`src/inc/bdsr_map.vh`:
```
// Purpose: Constants shared by the burst-of-four DDR SRAM read port design.
// Assumes: Included by bare name; x18 organisation, two byte lanes of nine bits.
// Notes:   Definitions only.
`ifndef BDSR_MAP_VH
`define BDSR_MAP_VH

// ----------------------------------------------------------------------
// Widths and storage
// ----------------------------------------------------------------------
`define BDSR_DATA_W      18
`define BDSR_LANE_W      9
`define BDSR_LANES       2
`define BDSR_ADDR_W      18
`define BDSR_IDX_W       2
`define BDSR_MEM_WORDS   16
`define BDSR_BURST       4
`define BDSR_SLOTS       2
`define BDSR_HALF_W      3
`define BDSR_WORDS_W     72

// ----------------------------------------------------------------------
// Half-cycle positions of beats, counted from the registering edge
// ----------------------------------------------------------------------
`define BDSR_FIRST_DLL   3'h3
`define BDSR_FIRST_BYP   3'h2
`define BDSR_WR_FIRST    3'h2

// ----------------------------------------------------------------------
// Timing
// ----------------------------------------------------------------------
`define BDSR_CLK_MHZ     100
`define BDSR_OT_IDLE_NS  400
`define BDSR_OT_IDLE_CYC ((`BDSR_OT_IDLE_NS * `BDSR_CLK_MHZ + 999) / 1000)
`define BDSR_IDLE_W      6

// ----------------------------------------------------------------------
// Field positions in the synchronised pin bus
// ----------------------------------------------------------------------
`define BDSR_SY_W        45
`define BDSR_SY_CP       0
`define BDSR_SY_CN       1
`define BDSR_SY_OP       2
`define BDSR_SY_ON       3
`define BDSR_SY_RD       4
`define BDSR_SY_WR       5
`define BDSR_SY_BYP      6
`define BDSR_SY_ADDR     7
`define BDSR_SY_DATA     25
`define BDSR_SY_MASK     43

`endif

```
`src/bdsr_read_port.v`:
```
// Purpose: Burst-of-four DDR SRAM port: command registering, byte-masked writes,
//          read beat launch on the selected timing pair, echo strobes.
// Assumes: Link strobes run far slower than ref_clk (125 ns period on the bench),
//          so each strobe edge is seen as a one-cycle pulse after synchronising.
// Notes:   Only a small array of flip-flops stands behind the address pins.
//
// Functional notes
// [RQ1] Read request low at a command positive rise registers address, starts read.
// [RQ2] In a write, a byte is stored only when its lane mask is low.
// [RQ3] Each lane mask is sampled on the same strobe edge as its data beat.
// [RQ4] Every read and write moves a fixed burst of four words.
// [RQ5] Controller issues a read at most every other command cycle.
// [RQ6] Toggling output timing pair launches read beats instead of command strobes.
// [RQ7] Echo strobes run continuously with edges matching the read data.
// [RQ8] Output timing pair held high makes command strobes time the read data.
// [RQ9] Command-timed first beat launches on the negative strobe 1.5 cycles on.
// [RQ10] Second beat launches on the next positive strobe, two cycles on.
// [RQ11] Third beat on following negative strobe, fourth on the positive after.
// [RQ12] A cycle with no read request never cuts a burst in progress short.
// [RQ13] Write request low at a command positive rise registers address, starts write.
// [RQ14] DLL bypass held low shortens read latency to one cycle.
`timescale 1ns/100ps
`default_nettype none
`include "bdsr_map.vh"

module bdsr_read_port (
    input  wire                     ref_clk,
    input  wire                     rst_n,
    input  wire                     cmd_strobe_pos,
    input  wire                     cmd_strobe_neg,
    input  wire                     output_timing_pos,
    input  wire                     output_timing_neg,
    input  wire                     read_request_n,
    input  wire                     write_request_n,
    input  wire                     dll_bypass_n,
    input  wire [`BDSR_ADDR_W-1:0]  address,
    input  wire [`BDSR_DATA_W-1:0]  write_data_in,
    input  wire [`BDSR_LANES-1:0]   byte_lane_mask_n,
    output reg  [`BDSR_DATA_W-1:0]  read_data_out,
    output reg                      read_data_valid,
    output reg                      echo_strobe,
    output reg                      echo_strobe_n,
    output reg                      output_pair_mode
);

    // ------------------------------------------------------------------
    // Helpers
    // ------------------------------------------------------------------
    function [3:0] word_index;
        input [`BDSR_IDX_W-1:0] idx;
        input [1:0]             beat;
        begin
            word_index = {idx, beat};
        end
    endfunction

    // Beat number within a burst, counted from the window's first half-cycle.
    function [1:0] beat_of;
        input [`BDSR_HALF_W-1:0] h;
        input [`BDSR_HALF_W-1:0] first;
        reg   [`BDSR_HALF_W-1:0] d;
        begin
            d       = h - first;
            beat_of = d[1:0];
        end
    endfunction

    function [`BDSR_HALF_W-1:0] inc_half;
        input [`BDSR_HALF_W-1:0] h;
        begin
            inc_half = h + 3'h1;
        end
    endfunction

    // A beat falls in a window of four half-cycles that opens at first.
    function in_window;
        input [`BDSR_HALF_W-1:0] h;
        input [`BDSR_HALF_W-1:0] first;
        begin
            in_window = (h >= first) && ((h - first) < 3'h4);
        end
    endfunction

    function [`BDSR_DATA_W-1:0] lane_merge;
        input [`BDSR_DATA_W-1:0] old_word;
        input [`BDSR_DATA_W-1:0] new_word;
        input [`BDSR_LANES-1:0]  mask_n;
        integer                  k;
        begin
            lane_merge = old_word;
            for (k = 0; k < `BDSR_LANES; k = k + 1) begin
                if (!mask_n[k]) begin
                    lane_merge[k*`BDSR_LANE_W +: `BDSR_LANE_W] =
                        new_word[k*`BDSR_LANE_W +: `BDSR_LANE_W];
                end
            end
        end
    endfunction

    // ------------------------------------------------------------------
    // Pin synchronisation
    // ------------------------------------------------------------------
    wire [`BDSR_SY_W-1:0] sy_in;
    wire [`BDSR_SY_W-1:0] sy;
    reg  [`BDSR_SY_W-1:0] sy_prev;

    assign sy_in = {byte_lane_mask_n, write_data_in, address, dll_bypass_n,
                    write_request_n, read_request_n, output_timing_neg,
                    output_timing_pos, cmd_strobe_neg, cmd_strobe_pos};

    bdsr_sync #(
        .W (`BDSR_SY_W)
    ) u_sync (
        .ref_clk (ref_clk),
        .rst_n   (rst_n),
        .d       (sy_in),
        .q       (sy)
    );

    // Inputs are taken from the stage before the strobe edge is seen, so
    // they meet setup against the strobe rather than relying on hold.
    always @(posedge ref_clk) begin
        if (!rst_n) begin
            sy_prev <= {`BDSR_SY_W{1'b0}};
        end else begin
            sy_prev <= sy;
        end
    end

    wire                    cp_rise   = sy[`BDSR_SY_CP] & ~sy_prev[`BDSR_SY_CP];
    wire                    cn_rise   = sy[`BDSR_SY_CN] & ~sy_prev[`BDSR_SY_CN];
    wire                    op_rise   = sy[`BDSR_SY_OP] & ~sy_prev[`BDSR_SY_OP];
    wire                    on_rise   = sy[`BDSR_SY_ON] & ~sy_prev[`BDSR_SY_ON];
    wire                    rd_n      = sy_prev[`BDSR_SY_RD];
    wire                    wr_n      = sy_prev[`BDSR_SY_WR];
    wire                    byp_n     = sy_prev[`BDSR_SY_BYP];
    wire [`BDSR_IDX_W-1:0]  addr_idx  = sy_prev[`BDSR_SY_ADDR +: `BDSR_IDX_W];
    wire [`BDSR_DATA_W-1:0] beat_data = sy_prev[`BDSR_SY_DATA +: `BDSR_DATA_W];
    wire [`BDSR_LANES-1:0]  beat_mask = sy_prev[`BDSR_SY_MASK +: `BDSR_LANES];

    // ------------------------------------------------------------------
    // Output timing pair selection
    // ------------------------------------------------------------------
    // A pair that has shown no rising edge for the idle window is taken as
    // tied high. The window spans several link periods so a slow but live
    // pair is never mistaken for a tied one.
    reg [`BDSR_IDLE_W-1:0] ot_idle;

    always @(posedge ref_clk) begin
        if (!rst_n) begin
            ot_idle          <= {`BDSR_IDLE_W{1'b0}};
            output_pair_mode <= 1'b0;
        end else if (op_rise | on_rise) begin
            ot_idle          <= {`BDSR_IDLE_W{1'b0}};
            output_pair_mode <= 1'b1;                                    // [RQ6]
        end else if (ot_idle == (`BDSR_OT_IDLE_CYC - 1)) begin
            output_pair_mode <= 1'b0;                                    // [RQ8]
        end else begin
            ot_idle <= ot_idle + {{(`BDSR_IDLE_W-1){1'b0}}, 1'b1};
        end
    end

    // Half-cycle ticks of whichever pair times the read outputs.
    wire rd_tick  = output_pair_mode ? (op_rise | on_rise) : (cp_rise | cn_rise); // [RQ6] [RQ8]
    wire wr_tick  = cp_rise | cn_rise;
    wire rd_take  = cp_rise & ~rd_n;                                     // [RQ1]
    wire wr_take  = cp_rise & ~wr_n;                                     // [RQ13]

    // Latency is 1.5 cycles with the DLL running, 1.0 when bypassed.
    wire [`BDSR_HALF_W-1:0] rd_first = byp_n ? `BDSR_FIRST_DLL : `BDSR_FIRST_BYP; // [RQ9] [RQ14]

    // ------------------------------------------------------------------
    // Storage and read and write burst slots
    // ------------------------------------------------------------------
    reg [`BDSR_DATA_W-1:0]  mem      [0:`BDSR_MEM_WORDS-1];
    reg                     rs_valid [0:`BDSR_SLOTS-1];
    reg [`BDSR_HALF_W-1:0]  rs_half  [0:`BDSR_SLOTS-1];
    reg [`BDSR_HALF_W-1:0]  rs_first [0:`BDSR_SLOTS-1];
    reg [`BDSR_WORDS_W-1:0] rs_words [0:`BDSR_SLOTS-1];
    reg                     ws_valid [0:`BDSR_SLOTS-1];
    reg [`BDSR_HALF_W-1:0]  ws_half  [0:`BDSR_SLOTS-1];
    reg [`BDSR_IDX_W-1:0]   ws_idx   [0:`BDSR_SLOTS-1];
    integer                 i;

    // Two slots cover back-to-back bursts: the next read is registered while
    // the last two beats of the previous one are still going out.
    wire rs_sel = rs_valid[0];
    wire ws_sel = ws_valid[0];

    // ------------------------------------------------------------------
    // Read path
    // ------------------------------------------------------------------
    always @(posedge ref_clk) begin
        if (!rst_n) begin
            for (i = 0; i < `BDSR_SLOTS; i = i + 1) begin
                rs_valid[i] <= 1'b0;
                rs_half[i]  <= {`BDSR_HALF_W{1'b0}};
                rs_first[i] <= `BDSR_FIRST_DLL;
                rs_words[i] <= {`BDSR_WORDS_W{1'b0}};
            end
            read_data_out   <= {`BDSR_DATA_W{1'b0}};
            read_data_valid <= 1'b0;
        end else begin
            if (rd_tick) begin
                read_data_valid <= 1'b0;
            end
            for (i = 0; i < `BDSR_SLOTS; i = i + 1) begin
                // A quiet request pin only advances a running burst. [RQ12]
                if (rs_valid[i] && rd_tick) begin
                    rs_half[i] <= inc_half(rs_half[i]);
                    if (in_window(inc_half(rs_half[i]), rs_first[i])) begin      // [RQ9] [RQ10] [RQ11]
                        read_data_out <= rs_words[i][(inc_half(rs_half[i]) - rs_first[i])
                                         * `BDSR_DATA_W +: `BDSR_DATA_W];
                        read_data_valid <= 1'b1;
                    end
                    if (inc_half(rs_half[i]) == rs_first[i] + 3'h3) begin
                        rs_valid[i] <= 1'b0;                             // [RQ4]
                    end
                end
            end
            // A request arriving with both slots busy breaks the every-other-cycle
            // spacing and is dropped. [RQ5]
            if (rd_take && !(rs_valid[0] && rs_valid[1])) begin
                rs_valid[rs_sel] <= 1'b1;                                // [RQ1]
                rs_half[rs_sel]  <= {`BDSR_HALF_W{1'b0}};
                rs_first[rs_sel] <= rd_first;                            // [RQ14]
                rs_words[rs_sel] <= {mem[word_index(addr_idx, 2'h3)],
                                     mem[word_index(addr_idx, 2'h2)],
                                     mem[word_index(addr_idx, 2'h1)],
                                     mem[word_index(addr_idx, 2'h0)]};   // [RQ4]
            end
        end
    end

    // ------------------------------------------------------------------
    // Echo strobes
    // ------------------------------------------------------------------
    // Registered on the same edge as the data so both leave together.
    always @(posedge ref_clk) begin
        if (!rst_n) begin
            echo_strobe   <= 1'b0;
            echo_strobe_n <= 1'b0;
        end else begin
            echo_strobe   <= output_pair_mode ? sy[`BDSR_SY_OP] : sy[`BDSR_SY_CP]; // [RQ7]
            echo_strobe_n <= output_pair_mode ? sy[`BDSR_SY_ON] : sy[`BDSR_SY_CN]; // [RQ7]
        end
    end

    // ------------------------------------------------------------------
    // Write path
    // ------------------------------------------------------------------
    // Late write: beats follow on the four command strobe rises that start
    // one cycle after the write is registered.
    always @(posedge ref_clk) begin
        if (!rst_n) begin
            for (i = 0; i < `BDSR_SLOTS; i = i + 1) begin
                ws_valid[i] <= 1'b0;
                ws_half[i]  <= {`BDSR_HALF_W{1'b0}};
                ws_idx[i]   <= {`BDSR_IDX_W{1'b0}};
            end
        end else begin
            for (i = 0; i < `BDSR_SLOTS; i = i + 1) begin
                if (ws_valid[i] && wr_tick) begin
                    ws_half[i] <= inc_half(ws_half[i]);
                    if (inc_half(ws_half[i]) == `BDSR_WR_FIRST + 3'h3) begin
                        ws_valid[i] <= 1'b0;                             // [RQ4]
                    end
                end
            end
            if (wr_take && !(ws_valid[0] && ws_valid[1])) begin
                ws_valid[ws_sel] <= 1'b1;                                // [RQ13]
                ws_half[ws_sel]  <= {`BDSR_HALF_W{1'b0}};
                ws_idx[ws_sel]   <= addr_idx;
            end
        end
    end

    // Array storage holds no reset; contents are undefined until written.
    always @(posedge ref_clk) begin
        for (i = 0; i < `BDSR_SLOTS; i = i + 1) begin
            if (rst_n && ws_valid[i] && wr_tick &&
                in_window(inc_half(ws_half[i]), `BDSR_WR_FIRST)) begin
                // Mask and data come from the same strobe edge. [RQ3]
                mem[word_index(ws_idx[i], beat_of(inc_half(ws_half[i]), `BDSR_WR_FIRST))] <=
                    lane_merge(mem[word_index(ws_idx[i],
                                   beat_of(inc_half(ws_half[i]), `BDSR_WR_FIRST))],
                               beat_data, beat_mask);                    // [RQ2]
            end
        end
    end

endmodule // bdsr_read_port

`default_nettype wire

```
`src/bdsr_sync.v`:
```
// Purpose: Two-flop synchroniser for a bus of pins entering the ref_clk domain.
// Assumes: Bits are independent levels; aligned use relies on slow link strobes.
// Notes:   The first stage is read only by the second stage.
`timescale 1ns/100ps
`default_nettype none

module bdsr_sync #(
    parameter W = 1
) (
    input  wire         ref_clk,
    input  wire         rst_n,
    input  wire [W-1:0] d,
    output reg  [W-1:0] q
);

    reg [W-1:0] meta;

    always @(posedge ref_clk) begin
        if (!rst_n) begin
            meta <= {W{1'b0}};
            q    <= {W{1'b0}};
        end else begin
            meta <= d;
            q    <= meta;
        end
    end

endmodule // bdsr_sync

`default_nettype wire

```
`config.mk`:
```
export PLATFORM = sky130hd
export DESIGN_NAME = bdsr_read_port
export DESIGN_NICKNAME = d
export VERILOG_FILES = /design/src/bdsr_read_port.v /design/src/bdsr_sync.v
export VERILOG_INCLUDE_DIRS = /design/src /design/src/inc
export SDC_FILE = /design/constraint.sdc
export NUM_CORES = 1
export LEC_CHECK = 0
export BUFFER_PORTS_ARGS = -buffer_cell sky130_fd_sc_hd__buf_2
export CAP_MARGIN = 10
export CORE_ASPECT_RATIO = 0.5
export CORE_UTILIZATION = 30
export CTS_BUF_LIST = sky130_fd_sc_hd__clkbuf_8 sky130_fd_sc_hd__clkbuf_16
export CTS_CLUSTER_SIZE = 20
export DETAILED_ROUTE_END_ITERATION = 8
export GPL_TIMING_DRIVEN = 0
export HOLD_SLACK_MARGIN = 0.12
export SLEW_MARGIN = 20
export SYNTH_ARGS = -nofsm -noshare
export SYNTH_HDL_FRONTEND = slang
export SYNTH_HIERARCHICAL = 1
export SYNTH_SLANG_ARGS = --single-unit
```
`constraint.sdc`:
```
create_clock -name ref_clk -period 4.8 [get_ports ref_clk]
set_input_delay 0.24 -clock ref_clk [delete_from_list [all_inputs] [get_ports ref_clk]]
set_output_delay 0.24 -clock ref_clk [all_outputs]
set_load 0.01 [all_outputs]
```
==> flow_summary.ini <==
[status]
status = finished clean

[place]
dp_hpwl_um = 67800
dpl.cell_count = 3123
place.port_buffers = 52
place_area_um2 = 29430
place.gp.congestion = 0.9912

[global_route]
busiest_layer = met2
grt_max_degree = 61
antenna_found_initial = 8
grtUsageMet1_pct = 26.33
grt_util_met3_pct = 3.906
grt_pass1_vias = 16920
grt_usage_pct = 18.62
grt_pass1_wl_um = 124800
use_met2_pct = 28.13
grt-ovfl-total = 0

[layout]
nets = 2104
stdcell_area_um2 = 31720
fin_cells = 3261
syn2layout_area_growth_pct = 15.64
drive_above_1_share_pct = 26.06

[worst_setup_path]
cp-end-kind = register
max_stage_delay_ps = 500
cpLargestDelayFamily = buffers and inverters
critical_path_required_ps = 5270
critPathMostFrequentCell = ha_1
crit_type = register to register
worstSetupStartpointType = register
worstPathCellList = ha_1, buf_2, buf_4, clkinvlp_4, buf_2, ha_1, ha_1, clkbuf_1, clkbuf_2, clkbuf_2, mux4_2, a22oi_1, a211oi_1
cp_max_fo = 10
cp.arrival_ps = 5140
slowest_stage = a22oi_1
crit_buf_inv = 7

[yosys]
syn_nets = 1936
postSynthCellCount = 1860
syn_area_um2 = 27430
syn_area_per_cell_um2 = 14.75
ys_warn_count = 6

[cts]
path_clk_slew_ps = 70
cts_tree = yes
cts_max_level = 2
cts_buffers = 53
cts_root_buf = clkbuf_16
clock_path_buffers = 3
clkLatencyLatePin_ps = 620
clock_sinks = 569

[drt]
avgViaCountPerCell = 5.383
dr_total_vias = 17550
wire_per_inst_um = 26.91
dr.first_iter.drc_count = 2027
route.detailed.drc = 0
detail-route-antenna-nets = 0
routed_wl_um = 87750
first_pass_iters = 5

[sta]
finalClockSkew_ps = 17.99
slew_violations = 0
grt_setup_unrepaired = false
max-slew-margin-rel_pct = 15.99
period_share_pct = 97.27
fmax_mhz = 214.2
fin_crit_ps = 4669
hold_violations = 0
tightest_slew_ps = 1260
setup_violations = 0

[hold_path]
hold_path.class = input pin to register

[pwr]
pwr-share-clk_pct = 40.8
peakVddDrop_mv = 0.2459
internal-power_mw = 8.183
p_comb_share_pct = 8.0
switching_power_mw = 2.509
swShare_pct = 23.47
power_mw = 10.69
powerDensity_nw_per_um2 = 337.1
p_seq_share_pct = 51.2
power.leakage_nw = 11.14

[floorplanning]
die_h_um = 215.8
rows = 77
dieWidth_um = 429.6
boundaryPins = 69
dieArea_um2 = 92720
core_area_um2 = 89410
start_util_pct = 30.68

[run]
cap_violations = 0
[sequential cells by signal, indices dropped and copies added, names as in the netlist, 2 cells and up]
register,count
read_data_out,18
ws_valid,2
sy_prev,29
ot_idle,6
rs_valid,2
u_sync/q,29
ws_idx,4
rs_half,6
ws_half,6
mem,288
u_sync/meta,29
rs_words,144
rs_first,2
[power groups by stage]
| stage | Sequential (mW) | Combinational, mW | Clock [mW] |
|---|---|---|---|
| after floorplan | 5.52 | 0.533 | 0 |
| after global placement | 5.58 | 0.803 | 0 |
| after detailed placement | 5.58 | 0.806 | 0 |
| after CTS | 5.47 | 0.836 | 4.45 |
| after global routing | 5.48 | 0.898 | 4.62 |
| final | 5.47 | 0.855 | 4.36 |
[metal layers]
metal	vias to the layer above	part of all wire [%]
met5	-	0.015
met4	2	3.9
met3	158	8.3
met2	849	44
met1	8963	44
li1	7581	-
[worst min-delay path: cells and delay by family]
kind	cells	cell delay, ps
buffers and inverters	2	350
AND/OR/NAND/NOR	1	150
[repair_timing]
item / in CTS / in global routing
setup endpoints to repair: 17 / 17
buffers inserted: 4 / 0
pin swaps: 2 / 1
hold buffers: 33 / 0
endpoints found under the hold margin: 29 / 0
gates resized for setup: 16 / 16
[through the flow]
stage          util, %  setup TNS (ps)  hold slack [ps]  setup slack [ps]
2_1_floorplan        -               0            367.3             406.9
3_3_place_gp     32.63         -176840            411.2             -1280
3_5_place_dp     32.92           -7184            409.7            -572.8
6_report         35.48               0            174.2             131.2
5_1_grt          35.47               0            174.8             6.757
4_1_cts          35.39               0            158.4             5.577
[cell usage in the layout (no fill, tap or decap), types with 49 or more instances in the layout]
master	n
mux2i_1	80
mux4_2	210
edfxtp_1	438
nor2_1	68
clkbuf_16	53
nor2b_1	86
and2_1	127
nand2_1	126
dfxtp_1	131
clkbuf_1	49
buf_2	87
[cell type report]
class                           count  area (um2)
Inverter                           23       100.1
Tap cell                         1185        1483
Timing Repair Buffer              116       860.8
Sequential cell                   569       15780
Clock buffer                       55        1354
Clock inverter                     44       452.9
Fill cell                        8467       57690
Multi-Input combinational cell   1141       11060
Buffer                            124       619.3
Antenna cell                        4       10.01
[worst paths after layout]
kind | from | end | slack [ps] | cells past startpoint
worst min-delay path | rst_n | u_sync/q[25]$_SDFF_PN0_ | 170 | 3
worst max register to register | rs_first[0]$_SDFFCE_PN1P_ | read_data_out[10]$_SDFF_PN0_ | 130 | 13
worst max-delay path | rs_first[0]$_SDFFCE_PN1P_ | read_data_out[10]$_SDFF_PN0_ | 130 | 13
worst min register to register | u_sync/meta[43]$_SDFF_PN0_ | u_sync/q[43]$_SDFF_PN0_ | 420 | 1
Power figures use the tool's default switching activity.
